**src/smf_defs.vh**
```
/*
 * constants for the operating-mode state machine: mode codes, field
 * positions, reset values and timing figures.
 * assumes inclusion by bare name from the design files of this block.
 */
`ifndef SMF_DEFS_VH
`define SMF_DEFS_VH

// ----------------------------------------------------------------------
// operating modes (also the encoding of the mode field)
// ----------------------------------------------------------------------
`define SMF_MODE_W 3
`define SMF_MODE_INIT 3'h0
`define SMF_MODE_NORMAL 3'h1
`define SMF_MODE_STOP 3'h2
`define SMF_MODE_SLEEP 3'h3
`define SMF_MODE_RESTART 3'h4
`define SMF_MODE_FAILSAFE 3'h5

// ----------------------------------------------------------------------
// hardware control register and wake level status register layout
// ----------------------------------------------------------------------
`define SMF_HWCTRL_CFG_BIT 0
`define SMF_HWCTRL_FOON_BIT 1
`define SMF_WKLVL_LATCHED_PIN_CONFIG_BIT 0
`define SMF_CFG_SEL_RST 1'b1

// ----------------------------------------------------------------------
// timing figures (clock 200 MHz)
// ----------------------------------------------------------------------
`define SMF_CLK_MHZ 200
`define SMF_RESET_DELAY_US 10
`define SMF_LONG_WINDOW_US 200
`define SMF_CFG_FILTER_US 2
`define SMF_RESET_DELAY_CYC (`SMF_RESET_DELAY_US * `SMF_CLK_MHZ)
`define SMF_LONG_WINDOW_CYC (`SMF_LONG_WINDOW_US * `SMF_CLK_MHZ)
`define SMF_CFG_FILTER_CYC (`SMF_CFG_FILTER_US * `SMF_CLK_MHZ)

`endif

```
**src/smf_cfg_filter.v**
```verilog
/*
 * continuous filter for the configuration level on the interrupt pin.
 * assumes i_level is already synchronised to i_ref_clk.
 */
`timescale 1ns/1ps
module smf_cfg_filter #(
    parameter FILT_CYC = 400,
    parameter CNT_W = 16
) (
    // clock and reset
    input wire i_ref_clk,
    input wire i_sys_rst,
    // control
    input wire i_enable,
    input wire i_level,
    // result
    output reg o_stable,
    output reg o_value
);

// ----------------------------------------------------------------------
// stability counter
// ----------------------------------------------------------------------
reg [CNT_W-1:0] cnt_q;
reg last_q;

// a level counts only after holding the full filter time; a change
// restarts the count, so no stable level means o_stable stays low
always @(posedge i_ref_clk) begin
    if (i_sys_rst || !i_enable) begin
        cnt_q <= {CNT_W{1'b0}};
        last_q <= 1'b0;
        o_stable <= 1'b0;
        o_value <= 1'b0;
    end else if (i_level != last_q) begin
        last_q <= i_level;
        cnt_q <= {CNT_W{1'b0}};
        o_stable <= 1'b0;
    end else if (cnt_q < FILT_CYC[CNT_W-1:0] - 1'b1) begin
        cnt_q <= cnt_q + 1'b1;
    end else begin
        o_stable <= 1'b1;
        o_value <= last_q;
    end
end

endmodule

```
**src/smf_mode_fsm.v**
```verilog
/*
 * operating-mode state machine: init, normal, restart and fail-safe
 * transitions, hardware configuration latch, fail outputs, reset output.
 * assumes a decoded command port from an spi front end on i_ref_clk,
 * analog comparator flags as asynchronous pins, i_sys_rst as power-on.
 */
`timescale 1ns/1ps
`include "smf_defs.vh"
module smf_mode_fsm #(
    parameter RESET_DELAY_CYC = `SMF_RESET_DELAY_CYC,
    parameter LONG_WINDOW_CYC = `SMF_LONG_WINDOW_CYC,
    parameter CFG_FILTER_CYC = `SMF_CFG_FILTER_CYC
) (
    // clock and power-on reset
    input wire i_ref_clk,
    input wire i_sys_rst,
    // asynchronous analog and pin inputs
    input wire i_main_regulator_ok,
    input wire i_main_overvoltage,
    input wire i_int_pin,
    input wire i_fail3_debug_select_pin,
    input wire i_wake_event,
    // decoded host commands (same clock)
    input wire i_cmd_valid,
    input wire i_cmd_mode_wr,
    input wire [`SMF_MODE_W-1:0] i_operating_mode_field,
    input wire i_wd_trigger,
    input wire i_wd_failure,
    input wire i_cfg_sel_wr,
    input wire i_cfg_sel,
    input wire i_fail_output_test_bit,
    input wire i_overvoltage_reset_enable,
    input wire i_por_flag_clr,
    input wire i_ov_flag_clr,
    input wire i_cyc_wr,
    input wire [3:0] i_cyc_sense_hs_en,
    input wire i_cyc_sense_timer,
    input wire i_cyc_wake_en,
    input wire i_cyc_wake_timer,
    input wire i_supply_on_wr,
    input wire i_second_regulator_on,
    input wire i_third_regulator_on,
    input wire i_transceiver_on,
    input wire [3:0] i_high_side_switches_on,
    // mode and status
    output reg [`SMF_MODE_W-1:0] o_operating_mode_field,
    output reg o_cfg_sel,
    output reg o_latched_pin_config,
    output reg o_dev_mode,
    output reg o_por_flag,
    output reg o_main_overvoltage_flag,
    output reg o_main_undervoltage_flag,
    output reg [1:0] o_wd_fail_cnt,
    output reg o_wd_window_long,
    output reg o_wd_run,
    // pins
    output reg o_reset_output_n,
    output reg o_int_pd_oe,
    output reg o_int_n,
    output reg o_fail_outputs,
    // supplies and peripherals
    output reg o_second_regulator_en,
    output reg o_third_regulator_en,
    output reg o_transceiver_en,
    output reg [3:0] o_high_side_switches_en,
    output reg [3:0] o_cyc_sense_hs_en,
    output reg o_cyc_sense_timer,
    output reg o_cyc_wake_en,
    output reg o_cyc_wake_timer
);

// ----------------------------------------------------------------------
// input synchronisers
// ----------------------------------------------------------------------
localparam NSYNC = 5;
reg [NSYNC-1:0] s1_q;
reg [NSYNC-1:0] s2_q;
wire [NSYNC-1:0] raw_in = {i_wake_event, i_fail3_debug_select_pin, i_int_pin,
                          i_main_overvoltage, i_main_regulator_ok};

// two stages for each async pin; only s2 is read by logic
always @(posedge i_ref_clk) begin
    if (i_sys_rst) begin
        s1_q <= {NSYNC{1'b0}};
        s2_q <= {NSYNC{1'b0}};
    end else begin
        s1_q <= raw_in;
        s2_q <= s1_q;
    end
end

wire reg_ok = s2_q[0];
wire ov_s = s2_q[1];
wire int_s = s2_q[2];
wire test_s = s2_q[3];
wire wake_s = s2_q[4];

// ----------------------------------------------------------------------
// state and timers
// ----------------------------------------------------------------------
localparam TW = 24;
reg [TW-1:0] tmr_q;
reg [TW-1:0] wd_q;
reg ov_prev_q;
reg first_ok_q;
reg rst_prev_q;
reg fail_restart_q;
reg from_init_q;
wire cfg_stable;
wire cfg_value;

// is the mode one of the known, host-selectable codes
function legal_mode;
    input [`SMF_MODE_W-1:0] m;
    begin
        legal_mode = (m == `SMF_MODE_NORMAL) || (m == `SMF_MODE_STOP) ||
                     (m == `SMF_MODE_SLEEP);
    end
endfunction

// pull-down and filter are active only while reset is driven low
smf_cfg_filter #(
    .FILT_CYC(CFG_FILTER_CYC),
    .CNT_W(TW)
) u_filt (
    .i_ref_clk(i_ref_clk),
    .i_sys_rst(i_sys_rst),
    .i_enable(o_int_pd_oe),
    .i_level(int_s),
    .o_stable(cfg_stable),
    .o_value(cfg_value)
);

wire ov_rise = ov_s & ~ov_prev_q;
wire wd_expired = o_wd_run && !o_dev_mode && (wd_q == {TW{1'b0}});
wire wd_fail_ev = (i_wd_failure || wd_expired) && !o_dev_mode;
wire in_run = (o_operating_mode_field == `SMF_MODE_NORMAL) ||
              (o_operating_mode_field == `SMF_MODE_STOP) ||
              (o_operating_mode_field == `SMF_MODE_INIT);

// ----------------------------------------------------------------------
// main mode sequencer
// ----------------------------------------------------------------------
// the power-on reset clears the latch; each reset release re-latches it while the por flag is set
always @(posedge i_ref_clk) begin
    if (i_sys_rst) begin
        o_operating_mode_field <= `SMF_MODE_INIT;
        o_cfg_sel <= `SMF_CFG_SEL_RST;
        o_latched_pin_config <= 1'b0;
        o_dev_mode <= 1'b0;
        o_por_flag <= 1'b1;
        o_main_overvoltage_flag <= 1'b0;
        o_main_undervoltage_flag <= 1'b0;
        o_wd_fail_cnt <= 2'h0;
        o_wd_window_long <= 1'b1;
        o_wd_run <= 1'b0;
        o_reset_output_n <= 1'b0;
        o_int_pd_oe <= 1'b0;
        o_int_n <= 1'b1;
        o_fail_outputs <= 1'b0;
        tmr_q <= {TW{1'b0}};
        wd_q <= {TW{1'b0}};
        ov_prev_q <= 1'b0;
        first_ok_q <= 1'b0;
        rst_prev_q <= 1'b0;
        fail_restart_q <= 1'b0;
        from_init_q <= 1'b1;
    end else begin
        ov_prev_q <= ov_s;
        rst_prev_q <= o_reset_output_n;
        o_int_n <= 1'b1;
        // reset delay: low while regulator low, then count delay
        if (!reg_ok) begin
            o_reset_output_n <= 1'b0;
            tmr_q <= {TW{1'b0}};
            // power-up undervoltage is not flagged before first release
            if (first_ok_q && in_run)
                o_main_undervoltage_flag <= 1'b1;
        end else if (!o_reset_output_n) begin
            if (tmr_q < RESET_DELAY_CYC[TW-1:0] - 1'b1)
                tmr_q <= tmr_q + 1'b1;
            else
                o_reset_output_n <= 1'b1;
        end
        // pull-down while low, reactivated every reset while por flag set
        o_int_pd_oe <= reg_ok && !o_reset_output_n && (!first_ok_q || o_por_flag);
        // latch configuration at rising reset edge
        if (o_reset_output_n && !rst_prev_q && (!first_ok_q || o_por_flag)) begin
            o_latched_pin_config <= cfg_stable ? cfg_value : 1'b0;
            if (!first_ok_q)
                o_dev_mode <= ~test_s;
            first_ok_q <= 1'b1;
        end
        // watchdog starts with long window at each reset release
        if (o_reset_output_n && !rst_prev_q) begin
            o_wd_run <= 1'b1;
            o_wd_window_long <= 1'b1;
            wd_q <= LONG_WINDOW_CYC[TW-1:0];
            if (o_operating_mode_field == `SMF_MODE_RESTART) begin
                o_operating_mode_field <= `SMF_MODE_NORMAL;
                from_init_q <= 1'b0;
            end
        end else if (i_wd_trigger) begin
            o_wd_window_long <= 1'b0;
            wd_q <= LONG_WINDOW_CYC[TW-1:0];
        end else if (o_wd_run && !o_dev_mode && wd_q != {TW{1'b0}}) begin
            wd_q <= wd_q - 1'b1;
        end
        if (i_cfg_sel_wr)
            o_cfg_sel <= i_cfg_sel;
        if (i_por_flag_clr)
            o_por_flag <= 1'b0;
        // host commands; init leaves on any command, legal or not
        if (i_cmd_valid && o_reset_output_n) begin
            if (o_operating_mode_field == `SMF_MODE_INIT)
                o_operating_mode_field <= `SMF_MODE_NORMAL;
            else if (i_cmd_mode_wr && legal_mode(i_operating_mode_field) &&
                     o_operating_mode_field == `SMF_MODE_NORMAL)
                o_operating_mode_field <= i_operating_mode_field;
        end
        // fail output test in normal mode only
        if (i_cmd_valid && o_operating_mode_field == `SMF_MODE_NORMAL && !fail_restart_q)
            o_fail_outputs <= i_fail_output_test_bit;
        // wake: interrupt in normal/stop, dropped in init
        if (wake_s && (o_operating_mode_field == `SMF_MODE_NORMAL ||
                       o_operating_mode_field == `SMF_MODE_STOP))
            o_int_n <= 1'b0;
        // overvoltage event; the set wins over a simultaneous clear
        if (ov_rise && o_reset_output_n) begin
            o_main_overvoltage_flag <= 1'b1;
            if (i_overvoltage_reset_enable) begin
                o_fail_outputs <= 1'b1;
                fail_restart_q <= 1'b1;
                o_reset_output_n <= 1'b0;
                tmr_q <= {TW{1'b0}};
                o_operating_mode_field <= o_latched_pin_config ?
                    `SMF_MODE_RESTART : `SMF_MODE_FAILSAFE;
            end
        end else if (i_ov_flag_clr) begin
            o_main_overvoltage_flag <= 1'b0;
        end
        // watchdog failure reaction by configuration
        if (wd_fail_ev && o_reset_output_n && in_run) begin
            o_wd_fail_cnt <= (o_wd_fail_cnt == 2'h3) ? 2'h3 : o_wd_fail_cnt + 2'h1;
            o_reset_output_n <= 1'b0;
            o_wd_run <= 1'b0;
            tmr_q <= {TW{1'b0}};
            if (o_cfg_sel || o_wd_fail_cnt != 2'h0) begin
                o_fail_outputs <= 1'b1;
                fail_restart_q <= 1'b1;
            end
            if (o_latched_pin_config || (!o_cfg_sel && o_wd_fail_cnt == 2'h0))
                o_operating_mode_field <= `SMF_MODE_RESTART;
            else
                o_operating_mode_field <= `SMF_MODE_FAILSAFE;
        end
    end
end

// ----------------------------------------------------------------------
// supplies, switches, cyclic functions
// ----------------------------------------------------------------------
// second regulator and switches forced off in restart/fail-safe; third regulator and transceiver off in init
always @(posedge i_ref_clk) begin
    if (i_sys_rst) begin
        o_second_regulator_en <= 1'b0;
        o_third_regulator_en <= 1'b0;
        o_transceiver_en <= 1'b0;
        o_high_side_switches_en <= 4'h0;
        o_cyc_sense_hs_en <= 4'h0;
        o_cyc_sense_timer <= 1'b0;
        o_cyc_wake_en <= 1'b0;
        o_cyc_wake_timer <= 1'b0;
    end else if (o_operating_mode_field == `SMF_MODE_RESTART ||
                 o_operating_mode_field == `SMF_MODE_FAILSAFE) begin
        o_second_regulator_en <= 1'b0;
        o_high_side_switches_en <= 4'h0;
    end else if (o_operating_mode_field == `SMF_MODE_INIT) begin
        // init hands over to normal with these off; restart keeps them as set
        if (from_init_q) begin
            o_third_regulator_en <= 1'b0;
            o_transceiver_en <= 1'b0;
        end
    end else if (o_operating_mode_field == `SMF_MODE_NORMAL) begin
        if (i_supply_on_wr) begin
            o_second_regulator_en <= i_second_regulator_on;
            o_third_regulator_en <= i_third_regulator_on;
            o_transceiver_en <= i_transceiver_on;
            o_high_side_switches_en <= i_high_side_switches_on;
        end
        if (i_cyc_wr) begin
            o_cyc_sense_hs_en <= i_cyc_sense_hs_en;
            o_cyc_sense_timer <= i_cyc_sense_timer;
            o_cyc_wake_en <= i_cyc_wake_en;
            o_cyc_wake_timer <= i_cyc_wake_timer;
        end
    end
end

endmodule

```
**config.mk**
```make
export PLATFORM = sky130hd
export DESIGN_NAME = smf_mode_fsm
export DESIGN_NICKNAME = d
export VERILOG_FILES = /design/src/smf_cfg_filter.v /design/src/smf_mode_fsm.v
export VERILOG_INCLUDE_DIRS = /design/src
export SDC_FILE = /design/constraint.sdc
export NUM_CORES = 1
export LEC_CHECK = 0
export BUFFER_PORTS_ARGS = -buffer_cell sky130_fd_sc_hd__clkbuf_2
export CORE_MARGIN = 3
export CORE_UTILIZATION = 30
export CTS_CLUSTER_DIAMETER = 60
export DETAILED_ROUTE_END_ITERATION = 10
export GPL_ROUTABILITY_DRIVEN = 1
export PLACE_DENSITY_LB_ADDON = 0.15
export SYNTH_ARGS = -nofsm -noshare
export SYNTH_HDL_FRONTEND = slang
export SYNTH_SLANG_ARGS = --single-unit
```
**constraint.sdc**
```tcl
create_clock -name i_ref_clk -period 4 [get_ports i_ref_clk]
set_input_delay 0.2 -clock i_ref_clk [delete_from_list [all_inputs] [get_ports i_ref_clk]]
set_output_delay 0.2 -clock i_ref_clk [all_outputs]
set_load 0.005 [all_outputs]
```
==> flow_summary.yaml <==
placed_design:
  pre_cts_ws_ns: 1.082
  dp_hpwl_mm: 7.010
  io_buffers: 66
  gp_congestion: 0.7630
finish:
  layout.nets: 609
  antenna_cells: 0
  seq_area_um2: 2422
  multi_input_area_um2: 2168
  area_growth_pct: 23.73
  mostFrequentLayoutCells: "dfxtp_1, clkbuf_2, nor2_1, and2_1, a21oi_1"
  drive_gt1_frac: 0.1890
  layout_commonest_cell: "dfxtp_1"
  fill_cells: 1556
timing:
  finalCriticalPeriod_ns: 2.889
  skew_ns: 0.007428
  relSlewSlack: 0.2433
  setup_violations: 0
  hold_viol_final: 0
  whs_ns: 0.02711
  fmax_mhz: 346.1
  worst_slack_ns: 1.111
  worstMarginPinSlew_ns: 1.128
  period_share: 0.7224
  maxSlewViolCount: 0
  rsz0062_at_grt: "no"
  setup_tns_ns: 0
yosys:
  synth_cell_types: 54
  syn_nets: 543
  ys_seq_area_frac: 0.5104
  syn_inst: 503
  synth_warnings: 0
  syn-cell-area_um2: 4746
  avgSynthCellArea_um2: 9.435
  synth-seq-cells: 121
worst_setup_path:
  crit_required_ns: 4.28
  r2r_slack_ns: 1.11
  worst_path_max_delay_cell: "or4b_2"
  r2r_end: "tmr_q[0]"
  path_cells: "inv_1 > ha_1 > or4b_2 > or4_1 > o31ai_4 > or3_1 > nor2_1"
  endpoint_kind: "register"
  worstRegToRegCells: 7
  arrival_ns: 3.17
  rr_startpoint: "wd_q[0]"
  worstSetupPathType: "register to register"
  crit_fanout: 12
  max_stage_delay_ns: 0.56
  crit_path_start_kind: "register"
global_route:
  grt_max_degree: 49
  grt_usage: 0.1221
  grt_overflow_total: 0
  grt_pass1_vias: 3607
  grt_pass1_wl_mm: 17.40
  antenna_found_initial: 0
cts:
  htreeDepth: 4
  numCtsBuffers: 17
  cts_setup_buffers: 0
  clock_path_buffers: 2
  root_buffer: "clkbuf_16"
  clk_latency_ns: 0.41
  cts_tree: "yes"
  cts_sinks: 121
  cts.reportedPaths.clkPinSlew_ns: 0.06
route:
  post_drt_via_cell_ratio: 4.710
  drtIter0Drc: 122
  drt-total-wl_mm: 10.34
  num_vias: 3735
  first_pass_iters: 4
  wl_per_cell_um: 13.03
  ant_nets: 0
  drc: 0
power_and_ir_drop:
  power_leakage_nw: 2.228
  powerDensity_nw_per_um2: 484.6
  ir_drop_mv: 0.3103
run_status:
  status: "completed"
die:
  start_util: 0.3099
  fp.dieW_um: 131.8
  die_area_um2: 17360
  core-area_um2: 15310
  io_pins: 67
  die_h_um: 131.8
  rows: 45
min_path:
  hp-start: "i_cyc_sense_timer"
  hold_class: "primary input to register"
  min_to: "o_cyc_sense_timer"
  whs_path_depth: 3
job:
  max_cap_violations: 0
[worst max-delay path: cells and delay by family (launching register included)]
kind,cells,cell delay [ns]
flip-flops,1,0.29
AO/OA/AOI/OAI,1,0.55
buffers and inverters,1,0.10
adder cells (fa/ha/maj),1,0.15
AND/OR/NAND/NOR,4,1.66
[registers in the layout, indices dropped and copies added, names as in the netlist, 2 cells and up]
signal,cells
o_high_side_switches_en,4
s1_q,5
o_operating_mode_field,3
wd_q,24
s2_q,5
o_cyc_sense_hs_en,4
u_filt.cnt_q,24
tmr_q,24
o_wd_fail_cnt,2
[Yosys cell counts, drive strengths merged]
library cell  count  area, um^2
dfxtp           121        2422
nor2             63       236.5
and2             28       175.2
a21oi            25       125.1
nor2b            20       125.1
xnor2            18       157.7
nand2            17       63.81
or4              17       135.1
o21ai            16       83.83
or3              16       101.4
clkbuf           15       56.30
nor4             15       93.84
nor3             14       75.07
mux2i            12       120.1
o31ai            11       96.34
buf              10       68.82
nand3             9       45.04
a31oi             8       50.05
inv               8       30.03
nand2b            7       43.79
or2               6       37.53
and3              5       31.28
o211ai            5       42.54
ha                4       50.05
mux2              3       33.78
nand4             3       18.77
nor3b             3       22.52
a211o             2       17.52
a211oi            2       15.01
a22oi             2       15.01
a41oi             2       17.52
and4              2       17.52
nand4b            2       17.52
nor4b             2       17.52
xor2              2       17.52
a21o              1       7.510
and3b             1       8.760
and4b             1       10.01
nand3b            1       7.510
o21a              1       7.510
o31a              1       8.760
o41ai             1       8.760
or4b              1       10.01
[through the flow]
| stage | total power, mW | std cells | utilization | cell area [um^2] |
|---|---|---|---|---|
| 3_5_place_dp | 1.322 | 756 | 0.3410 | 5223 |
| 2_1_floorplan | 1.291 | 503 | - | 4746 |
| 3_3_place_gp | 1.321 | 756 | 0.3410 | 5223 |
| 4_1_cts | 2.886 | 793 | 0.3834 | 5872 |
| 6_report | 2.845 | 793 | 0.3834 | 5872 |
| 5_1_grt | 2.951 | 793 | 0.3834 | 5872 |
[timing repair]
item / 4_1_cts / 5_1_grt
hold buffers: 5 / 0
gates resized for setup: 0 / 0
endpoints found under the setup margin: 0 / 0
hold endpoints to repair: 5 / 0
[how the worst max path moves through the flow]
stage	from	end	depth (start not counted)
global placement	wd_q[0]	tmr_q[8]	7
global route	wd_q[0]	wd_q[16]	7
finish	wd_q[0]	tmr_q[0]	7
floorplan	wd_q[0]	tmr_q[14]	10
detailed placement	wd_q[0]	tmr_q[6]	7
CTS	wd_q[0]	tmr_q[0]	7
[where the power goes]
group	switching, mW	internal, mW	total [mW]
Clock	0.522	1.02	1.55
Sequential	0.00713	1.22	1.23
Combinational	0.0395	0.0348	0.0743
[cells by family after synthesis]
group / after synthesis / share of synthesized area
AOI/OAI and AO/OA: 77 / 0.1044
and+or+nand+nor: 233 / 0.2726
muxes: 15 / 0.03243
DFF: 121 / 0.5104
adders and majority gates: 4 / 0.01055
xor gates and xnor gates: 20 / 0.03691
buffers and inverters: 33 / 0.03269
[area by class of cell]
cell class / count / area share
clock buffer: 24 / 0.08204
clock inverter: 8 / 0.02003
inverter: 8 / 0.005114
multi-input combinational: 349 / 0.3693
sequential: 121 / 0.4125
tap: 211 / 0.04496
timing repair buffer: 72 / 0.06606
[per-layer routing]
metal | up-vias | track usage | share of wire | routed length (um)
met4 | 0 | 0.05134 | 0.016 | 164
met2 | 64 | 0.1862 | 0.44 | 4588
li1 | 1907 | - | - | -
met5 | - | 0 | 0 | 0
met3 | 14 | 0.04618 | 0.050 | 518
met1 | 1750 | 0.1555 | 0.49 | 5064
(Power assumes the default switching activity.)
